### src/ast_map.vh
// register map and timing constants for the self-test timing block
`ifndef AST_MAP_VH
`define AST_MAP_VH

// ----------------------------------------
// register indexes; byte address is four times the index
// ----------------------------------------
`define AST_OFF_INT_EN       12'h0020
`define AST_OFF_PIN_ROUTE    12'h0021
`define AST_OFF_MAIN_CFG     12'h0015
`define AST_OFF_RATE_CFG     12'h0018
`define AST_OFF_IDLE_PHASE_LEN      12'h0037
`define AST_OFF_MEAS_DECIMATION_SEL       12'h0038
`define AST_OFF_STATUS       12'h0040
`define AST_IDX_NONE         12'hfff

// ----------------------------------------
// field positions
// ----------------------------------------
`define AST_IE_DRDY          7
`define AST_IE_SAMPLE_CHANGE_DETECTOR_OT       5
`define AST_MAIN_ACTIVE      0
`define AST_MAIN_POL         5
`define AST_MAIN_AXIS_LO     6
`define AST_MAIN_AXIS_HI     7
`define AST_DEC_W            4
`define AST_IDLE_W           5

// ----------------------------------------
// reset values and codes
// ----------------------------------------
`define AST_IE_RST_GND       8'h00
`define AST_IE_RST_VDD       8'h20
`define AST_CFG_RST          8'h00
`define AST_AXIS_OFF         2'h0
`define AST_DEC_MAX          4'hc

// ----------------------------------------
// timing: base phase 312.5 us, idle step 31.25 us, in ps
// ----------------------------------------
`define AST_BASE_PS          64'd312500000
`define AST_STEP_PS          64'd31250000
`define AST_CLK_PS           64'd8000

// ----------------------------------------
// bus responses
// ----------------------------------------
`define AST_RESP_OKAY        2'h0
`define AST_RESP_SLVERR      2'h2

`endif

### src/ast_period_gen.v
// self-test measurement period generator
`timescale 1ns/1ps
module ast_period_gen #(
    parameter BASE_CYC = 39063,
    parameter STEP_CYC = 3907,
    parameter CNT_W = 32
)
(
    input wire aclk,
    input wire aresetn,
    input wire restart,
    input wire run,
    input wire [3:0] dec_code,
    input wire [4:0] idle_len,
    output reg sample_tick
);
`include "ast_map.vh"

    reg [CNT_W-1:0] cyc_reg;
    reg [12:0] samp_reg;
    wire [CNT_W-1:0] phase_cyc;
    wire [12:0] dec_count;

    // codes above 12 saturate at 4096 samples
    function [12:0] ast_dec_count;
        input [3:0] code;
        begin
            if (code >= `AST_DEC_MAX)
                ast_dec_count = 13'h1000;
            else
                ast_dec_count = 13'h0001 << code;
        end
    endfunction

    assign phase_cyc = BASE_CYC[CNT_W-1:0] + STEP_CYC[CNT_W-1:0] * {{(CNT_W-5){1'b0}}, idle_len};
    assign dec_count = ast_dec_count(dec_code);

    always @(posedge aclk)
    begin
        if (!aresetn || restart || !run)
        begin
            // counting restarts at each entry to active mode
            cyc_reg <= {CNT_W{1'b0}};
            samp_reg <= 13'h0000;
            sample_tick <= 1'b0;
        end
        else if (cyc_reg + {{(CNT_W-1){1'b0}}, 1'b1} >= phase_cyc)
        begin
            cyc_reg <= {CNT_W{1'b0}};
            if (samp_reg + 13'h0001 >= dec_count)
            begin
                samp_reg <= 13'h0000;
                sample_tick <= 1'b1;
            end
            else
            begin
                samp_reg <= samp_reg + 13'h0001;
                sample_tick <= 1'b0;
            end
        end
        else
        begin
            cyc_reg <= cyc_reg + {{(CNT_W-1){1'b0}}, 1'b1};
            sample_tick <= 1'b0;
        end
    end
endmodule

### config.mk
export PLATFORM = sky130hd
export DESIGN_NAME = ast_period_gen
export DESIGN_NICKNAME = d
export VERILOG_FILES = /design/src/ast_period_gen.v
export VERILOG_INCLUDE_DIRS = /design/src
export SDC_FILE = /design/constraint.sdc
export NUM_CORES = 1
export LEC_CHECK = 0
export BUFFER_PORTS_ARGS = -buffer_cell sky130_fd_sc_hd__buf_2
export CAP_MARGIN = 20
export CORE_MARGIN = 4
export CORE_UTILIZATION = 35
export DETAILED_ROUTE_END_ITERATION = 16
export GPL_TIMING_DRIVEN = 0
export HOLD_SLACK_MARGIN = 0.03
export SLEW_MARGIN = 10
export SYNTH_ARGS = -nofsm -noshare
export SYNTH_HDL_FRONTEND = slang
export SYNTH_SLANG_ARGS = --single-unit
### constraint.sdc
create_clock -name aclk -period 4.8 [get_ports aclk]
set_input_delay 0.48 -clock aclk [delete_from_list [all_inputs] [get_ports aclk]]
set_output_delay 0.48 -clock aclk [all_outputs]
set_load 0.03 [all_outputs]
# Word level (Yosys, flattened, before mapping)
# Index checks and enable logic that the tools add are counted.
dict set report word_totals {
  elab_cells 21
  ff_bits 46
}
dict set report classes {
  n_mux 3
  mul 1
  reduce_logical 6
  magnitude_cmp 3
  n_bitwise 1
  add_sub_neg 3
  shift 1
}
# cell n
set op_table {}
lappend op_table {{$add A32 B1 Y32 const B} 1}
lappend op_table {{$ge A32 B18 Y1} 1}
lappend op_table {{$mux W13} 2}
lappend op_table {{$add A16 B17 Y18 const A} 1}
lappend op_table {{$mul A12 B5 Y17 const A} 1}
lappend op_table {{$add A13 B1 Y13 const B} 1}
lappend op_table {{$ge A13 B13 Y1} 1}
lappend op_table {{$shl A1 B4 Y13 const A} 1}
lappend op_table {{$ge A4 B4 Y1 const B} 1}
lappend op_table {{$reduce_or A2 Y1} 2}
lappend op_table {{$logic_not A1 Y1} 2}
lappend op_table {{$logic_or A1 B1 Y1} 2}
lappend op_table {{$mux W1} 1}
lappend op_table {{$not A1 Y1} 1}

# Logic depth before layout (Yosys ltp)
# Gate-level depths: netlist (run 1).
dict set report logic_depth {
  ltp_word 5
  depth_mapped 25
}

# Least setup slack after synthesis (run 1)
# Ideal clock, no wire load.
dict set report synth_timing {
  path_type {input port to flip-flop}
  start {in idle_len[0]}
  end {reg samp_reg[2]}
  path_buffers 1
  path_slack_ns -0.136
  cell_stages 19
  arrival_ns 4.819
  path_cell_list {fa_1 -> inv_1 -> fa_1 -> fa_1 -> inv_1 -> ha_1 -> nand3_1 -> nand2_1 -> a41o_1 -> nor2_1 -> xor2_1 -> ha_1 -> a21o_1 -> a211o_1 -> o21ai_0 -> and2_1 -> clkbuf_1 -> a21oi_1 -> a32o_1}
}
dict set report synth_via {
  elab_chain_cells 3
}
# item line_no
set synth_rtl {}
lappend synth_rtl {{from (decl)} ast_period_gen.v:14} ;# input wire [4:0] idle_len,
lappend synth_rtl {{$mul A12 B5 Y17} ast_period_gen.v:35} ;# assign phase_cyc = BASE_CYC[CNT_W-1:0] + STEP_CYC[CNT_W-1:0] * {{(CNT_W-5){1'b0}}, idle_len};
lappend synth_rtl {{$add A16 B17 Y18} ast_period_gen.v:35}
lappend synth_rtl {{$ge A32 B18 Y1} ast_period_gen.v:47} ;# else if (cyc_reg + {{(CNT_W-1){1'b0}}, 1'b1} >= phase_cyc)
lappend synth_rtl {{to (signal assigned)} ast_period_gen.v:57} ;# samp_reg <= samp_reg + 13'h0001;
lappend synth_rtl {{to (decl)} ast_period_gen.v:20} ;# reg [12:0] samp_reg;
# Every way passes these cells.
# A chain may end at the register's enable or synchronous reset.

# Worst setup path after layout (run 1)
dict set report layout_timing {
  start {in idle_len[2]}
  end {reg samp_reg[1]}
}
# The elaborated chain is that of the path after synthesis.

==> results.md, run 1 <==
* Post-Synthesis Cells at approximately 460
* CP max stage delay at ~0.66 ns
* Shortest period the worst path allows at about 4.7 ns
* Die area at 13550 sq um
* GPL Wtd Cong at 0.8208
* # DRC at 0
* VDD IR max at 0.0001178 V
* Register area share after synthesis at 0.2240
* Clock power frac at 0.285
* Total Neg Setup Slack at 0 ns
* Primary FF master, synth: dfxtp_1
* Netlist cell types at 55
* Fin nets at 601
* Final hold violations at 0
* P_leak at about 2.2 nW
* Int Power at a little over 0.8 mW
* Post-DP Area at 4424 sq um
* First-pass GRT wire length at between 10 and 15 mm
* CP Data Arrival Time at about 4.9 ns
* Vias per inst at 5.132
* Final Instance Area at approximately 4800 sq um
* Most frequent cells in the layout: ha_1 (63), dfxtp_1 (46), nand2_1 (33), inv_1 (30), xor2_1 (28)
* Kind of critical path: in2reg
* Yosys top cell area share at 0.2240
* DP HPWL at 6.616 mm
* Switching power total at between 0.4 and 0.5 mW
* Starting DRT DRC Count at between 150 and 200
* CTS clk-pin slew, worst paths at roughly 0.060 ns
* Sw Ratio at 0.3299
* Mean routed wirelength per cell at ~13 um
* Status: complete, no violations
* Largest register FFs at 32
* Starting density of the core at 0.3585
* Number of max-slew violations in the final report at 0
* Routed Wire Length at roughly 8.5 mm
* Worst Tran Pin Value at approximately 0.55 ns
* TritonCTS clock tree: yes
* FFs w/ async S/R, synth at 0
* Max Clock Skew at between 0.006 and 0.007 ns
* Synthesized area at between 4000 and 5000 sq um
* Mean Syn Cell Area at 8.861 sq um
* Largest net degree at the start of global routing at 15
* Placed insts at between 600 and 700
* Hold WC Path Type: reg2reg
* Vias in the first global route at around 3200
* Crit Path Max Fanout at 7
* Count of yosys warnings during synthesis at 0
* Layout cells sized above 1 at 0.1392
* Row count at 39
* Setup crit end kind: flop
* Post-synth EDFFs at 0
* Fmax at 211.0 MHz
* Pwr dens at 254.0 nW/um^2
* Seq pwr share at 0.323
* Post-synth top area cell: dfxtp_1
* Slew margin rel. at 0.6293
* Pre-Repair DR Iteration Count at 4
* Root Driver: clkbuf_16
* Non-Filler Instances at between 600 and 700
* Setup crit start kind: input pin
* FILL cells at about 1100
* Core ar. at between 10000 and 15000 sq um
* Crit path max-delay family: adder cells
* H-tree Lvls at 2
* Synthesis-stage register bit count at between 40 and 50
* Final setup viols at 0
* Req. time, crit path at 4.95 ns
* Antenna viol nets, final at 0
* Port-buffer cells at 13
* Sink Count at 46
* I/O pin count at 14
* CP Cell Sequence: buf_12, fa_2, inv_2, fa_1, fa_1, inv_2, ha_4, nand3_2, nand2_1, a41o_1, o211ai_1, o21a_1, ha_4, a21oi_4, nand4_1, or4b_4, o211ai_1, a21oi_1
* Comb power frac at 0.392
* Clock Latency Late Sink at approximately 0.29 ns
* Crit share post-route at 0.9873
* Initial antenna violation count at 0
* DR vias at between 3000 and 4000
* Area grow syn2layout at 17.29%
* Unrepaired setup endpoints after global routing: true
* Hold Buf Count CTS at 0
* Top post-synthesis cells by area: dfxtp_1 (22%), ha_1 (21%), xor2_1 (6.0%)
* Commonest non-fill, non-tap cell in the layout: ha_1
* Slowest CP cell: or4b_4
* Max-Cap Viols at 0
* ANT cells at 0
* Grt ovf at 0
* TritonCTS Buffers at 5
* Die X at roughly 120 um
* Clock buffer depth at 2
* Die Y at about 120 um
* Worst path bufs/invs at 3
* Gr usage total at 0.1268
## worst paths after layout
path                                                 from                   endpoint  slack (ns)  depth (start not counted)
worst max-delay path                          idle_len[2]   samp_reg[1]$_SDFFE_PP0P_        0.06                         18
worst min register to register  samp_reg[10]$_SDFFE_PP0P_  samp_reg[10]$_SDFFE_PP0P_        0.49                          2
worst max register to register   samp_reg[0]$_SDFFE_PP0P_   samp_reg[0]$_SDFFE_PP0P_        1.07                         15
worst min-delay path            samp_reg[10]$_SDFFE_PP0P_  samp_reg[10]$_SDFFE_PP0P_        0.49                          2
## cells in the mapped netlist (4+ instances only)
master	number
o21ai_0	8
nand2_1	33
and3_1	10
nor2b_1	23
nand3_1	28
dfxtp_1	46
o22ai_1	7
a21o_1	5
nor3_1	6
xnor2_1	21
a211o_1	4
or2_2	6
a21oi_1	22
a31oi_1	4
nor2_1	20
fa_1	11
a32o_1	7
xor2_1	28
o31ai_1	4
inv_1	32
clkbuf_1	7
nand4_1	7
ha_1	68
nor3b_1	6
o211ai_1	7
## through the flow
step	power (mW)	utilization	setup slack [ns]	hold slack, ns
finish	1.225	0.4205	0.06078	0.4891
global route	1.317	0.4205	-0.1382	0.5217
CTS	1.194	0.4069	0.01824	0.4900
global placement	0.8025	0.3858	-0.6986	0.4670
detailed placement	0.8154	0.3858	-0.7767	0.4748
floorplan	0.7266	-	0.05049	0.4561
## cells by family after synthesis
logic type	after synthesis	synth area share
buf+inv	42	0.04047
compound gates	81	0.1354
other cells	1	0.0009121
simple gates	164	0.2295
mux	2	0.004869
flops	46	0.2240
xor+xnor	49	0.1044
fa+ha+maj	79	0.2605
## layer usage
layer	vias up	GRT usage	wire length, um
li1	1733	-	-
met1	1578	0.1702	4165
met2	30	0.2231	4127
met3	10	0.01244	164
met4	0	0.02320	70
met5	-	0	0
## power by group through the flow
stage / logic [mW] / clock network [mW] / registers (mW)
5_1_grt: 0.548 / 0.372 / 0.397
3_5_place_dp: 0.411 / 0 / 0.404
2_1_floorplan: 0.324 / 0 / 0.403
6_report: 0.480 / 0.349 / 0.396
3_3_place_gp: 0.399 / 0 / 0.404
4_1_cts: 0.441 / 0.357 / 0.396
## area by class of cell
cell class	count	area [sq um]	share of cell area
clock inverter	2	12.51	0.002595
inverter	32	120.1	0.02491
tap	143	178.9	0.03710
timing repair buffer	25	185.2	0.03840
sequential	46	920.9	0.1910
multi-input combinational	390	3223	0.6684
clock buffer	6	138.9	0.02880
buffer	9	42.54	0.008822
## tightest hold or removal path, stage by stage (launching register included)
cell and delay [ns]:
dfxtp_1 0.32, nand3_1 0.07, a21oi_1 0.05
## timing repair
action                                  4_1_cts  5_1_grt
pin swaps                                     6       22
buffers inserted                              4        8
gates cloned                                  0        1
endpoints found under the setup margin       32       32
resized for setup                            17       23
Note: power is estimated with default switching activity, not from simulation.
==> inputs of run 2 (changes only) <==
Settings changed: REMOVE_ABC_BUFFERS set to 1.
==> results.md, run 2 (synthesis gave the netlist of run 1 again) <==
* Area grow syn2layout at 16.71%
* Max Clock Skew at 0.008018 ns (+0.001853 ns)
* GPL Wtd Cong at 0.8064 (-1.8%)
* Pwr dens at 249.6 nW/um^2 (-1.7%)
* Hold Buf Count CTS at 0 (unchanged)
* DR vias at 3280 (-2.1%)
* VDD IR max at 0.0001534 V (+30%)
* Vias per inst at 5.077 (-1.1%)
* Number of max-slew violations in the final report at 0 (unchanged)
* Final hold violations at 0 (unchanged)
* Hold WC Path Type: reg2reg
* Commonest non-fill, non-tap cell in the layout: ha_1
* Power after layout at 1.198 mW (-2.2%)
* Worst Tran Pin Value at 0.6929 ns (+0.1394 ns)
* Mean routed wirelength per cell at 13.12 um (+0.47%)
* Grt ovf at 0 (unchanged)
* Total Neg Setup Slack at 0 ns (unchanged)
* Kind of critical path: in2reg
* Worst Hold Launch: samp_reg[12]$_SDFFE_PP0P_
* H-tree Lvls at 2 (unchanged)
* FF-to-FF End: samp_reg[2]$_SDFFE_PP0P_
* Placed insts at 623 (-1.6%)
* WHS Endpoint: samp_reg[12]$_SDFFE_PP0P_
* Row count at 39 (unchanged)
* Antenna viol nets, final at 0 (unchanged)
* Fin nets at 594 (-1.2%)
* Gr usage total at 0.1305 (+0.003644)
* Clock buffer depth at 2 (unchanged)
* I/O pin count at 14 (unchanged)
* CP Data Arrival Time at 4.78 ns (-0.11 ns)
* Slew margin rel. at 0.5320 (-0.09727)
* Top Layer Used: met4
* Crit Path Max Fanout at 7 (unchanged)
* TritonCTS clock tree: yes
* P_leak at 2.144 nW (-0.58%)
* Port-buffer cells at 13 (unchanged)
* Starting density of the core at 0.3585 (unchanged)
* TritonCTS Buffers at 5 (unchanged)
* Max-Cap Viols at 0 (unchanged)
* Root Driver: clkbuf_16
* Reg2Reg Depth at 13 (-2)
* Routed wl met2 at 4.270 mm (+3.5%)
* Reg2Reg Setup Slack at 1.34 ns (+0.27 ns)
* Non-Filler Instances at 646 (-1.1%)
* CTS clk-pin slew, worst paths at 0.06 ns (about the same)
* # DRC at 0 (unchanged)
* DRT met1 WL at 3.972 mm (-4.6%)
* Die Y at 116.4 um (unchanged)
* Met3 WL at 149 um (-9.1%)
* Shortest period the worst path allows at 4.631 ns (-0.1084 ns)
* Largest net degree at the start of global routing at 14 (-1)
* Sink Count at 46 (unchanged)
* Clock Latency Late Sink at 0.29 ns (about the same)
* Status: complete, no violations
* Layout cells sized above 1 at 0.1412 (+0.001937)
* ANT cells at 0 (unchanged)
* Pre-Repair DR Iteration Count at 4 (unchanged)
* Setup crit end kind: flop
* R2r startpoint: samp_reg[0]$_SDFFE_PP0P_
* Die X at 116.4 um (unchanged)
* Die area at 13550 sq um (unchanged)
* First-pass GRT wire length at 14.50 mm (+0.76%)
* Vias in the first global route at 3268 (+1.6%)
* Routed Wire Length at 8.476 mm (-0.61%)
* Largest register FFs at 32 (unchanged)
* Fmax at 215.9 MHz (+2.3%)
* Initial antenna violation count at 0 (unchanged)
* DP HPWL at 6.374 mm (-3.7%)
* Hold depth at 2 (unchanged)
* Setup crit start kind: input pin
* Crit share post-route at 0.9648 (-0.02258)
* Core ar. at 11470 sq um (unchanged)
* Final setup viols at 0 (unchanged)
* Req. time, crit path at 4.94 ns (about the same)
* Most frequent cells in the layout: ha_1 (63), dfxtp_1 (46), nand2_1 (32), inv_1 (31), xor2_1 (28)
* Starting DRT DRC Count at 97 (-38%)
## run 2: changes by cell type in the layout (fill, tap and decap cells not counted), sizes merged
cell      previous run  this run
nand3               29        30
buf                 28        25
clkbuf              12         8
clkinvlp             1         0
## run 2: how the worst max path moves through the flow
stage                     start                        to  slack (ns)  cells after the start
floorplan           idle_len[0]  samp_reg[2]$_SDFFE_PP0P_       -0.02                     18
global placement    idle_len[0]  samp_reg[6]$_SDFFE_PP0P_       -0.71                     22
detailed placement  idle_len[0]     cyc_reg[7]$_SDFF_PP0_       -0.79                     22
CTS                 idle_len[2]  samp_reg[9]$_SDFFE_PP0P_        0.02                     19
global route        idle_len[0]  samp_reg[9]$_SDFFE_PP0P_       -0.03                     21
finish              idle_len[1]  samp_reg[9]$_SDFFE_PP0P_        0.17                     19
## run 2: cell type report
cell class,count,area (sq um)
Tap cell,143,178.9
Inverter,32,120.1
Clock inverter,1,5.005
Multi-Input combinational cell,391,3243
Timing Repair Buffer,26,187.7
Sequential cell,46,920.9
Clock buffer,7,142.6
Fill cell,1111,6669
## run 2: layer usage
layer	track usage	vias up
li1	-	1724
met1	0.1597	1517
met2	0.2399	33
met3	0.01295	6
met4	0.04022	0
met5	0	-
## run 2: where the power goes
part           internal, mW  switching [mW]
Combinational         0.210           0.248
Clock                 0.206           0.138
Sequential            0.389         0.00691
Total                 0.805           0.392
## run 2: metrics by stage
step / worst slack [ns] / cell area, sq um / utilization / hold WS (ns)
2_1_floorplan: -0.02003 / 4114 / - / 0.4561
3_5_place_dp: -0.7912 / 4358 / 0.3800 / 0.4860
4_1_cts: 0.01806 / 4653 / 0.4058 / 0.4945
5_1_grt: -0.02608 / 4798 / 0.4184 / 0.5078
6_report: 0.1692 / 4798 / 0.4184 / 0.4922
3_3_place_gp: -0.7114 / 4358 / 0.3800 / 0.4709
## run 2: timing repair
| action | 4_1_cts | 5_1_grt |
|---|---|---|
| setup endpoints to repair | 32 | 32 |
| gates resized for setup | 19 | 21 |
| gates cloned | 2 | 0 |
| buffers inserted | 5 | 8 |
| pin swaps | 5 | 18 |
## run 2: worst max-delay path, stage by stage
cell	delay [ns]
buf_6	0.12
fa_2	0.58
inv_2	0.05
fa_1	0.47
fa_1	0.51
inv_1	0.06
ha_4	0.24
nand3_2	0.07
nand2_1	0.06
a41o_1	0.23
o211ai_1	0.22
o21a_1	0.19
ha_4	0.22
a21oi_4	0.13
nand4_1	0.12
buf_6	0.16
or4b_4	0.54
o211ai_1	0.22
a21oi_1	0.09
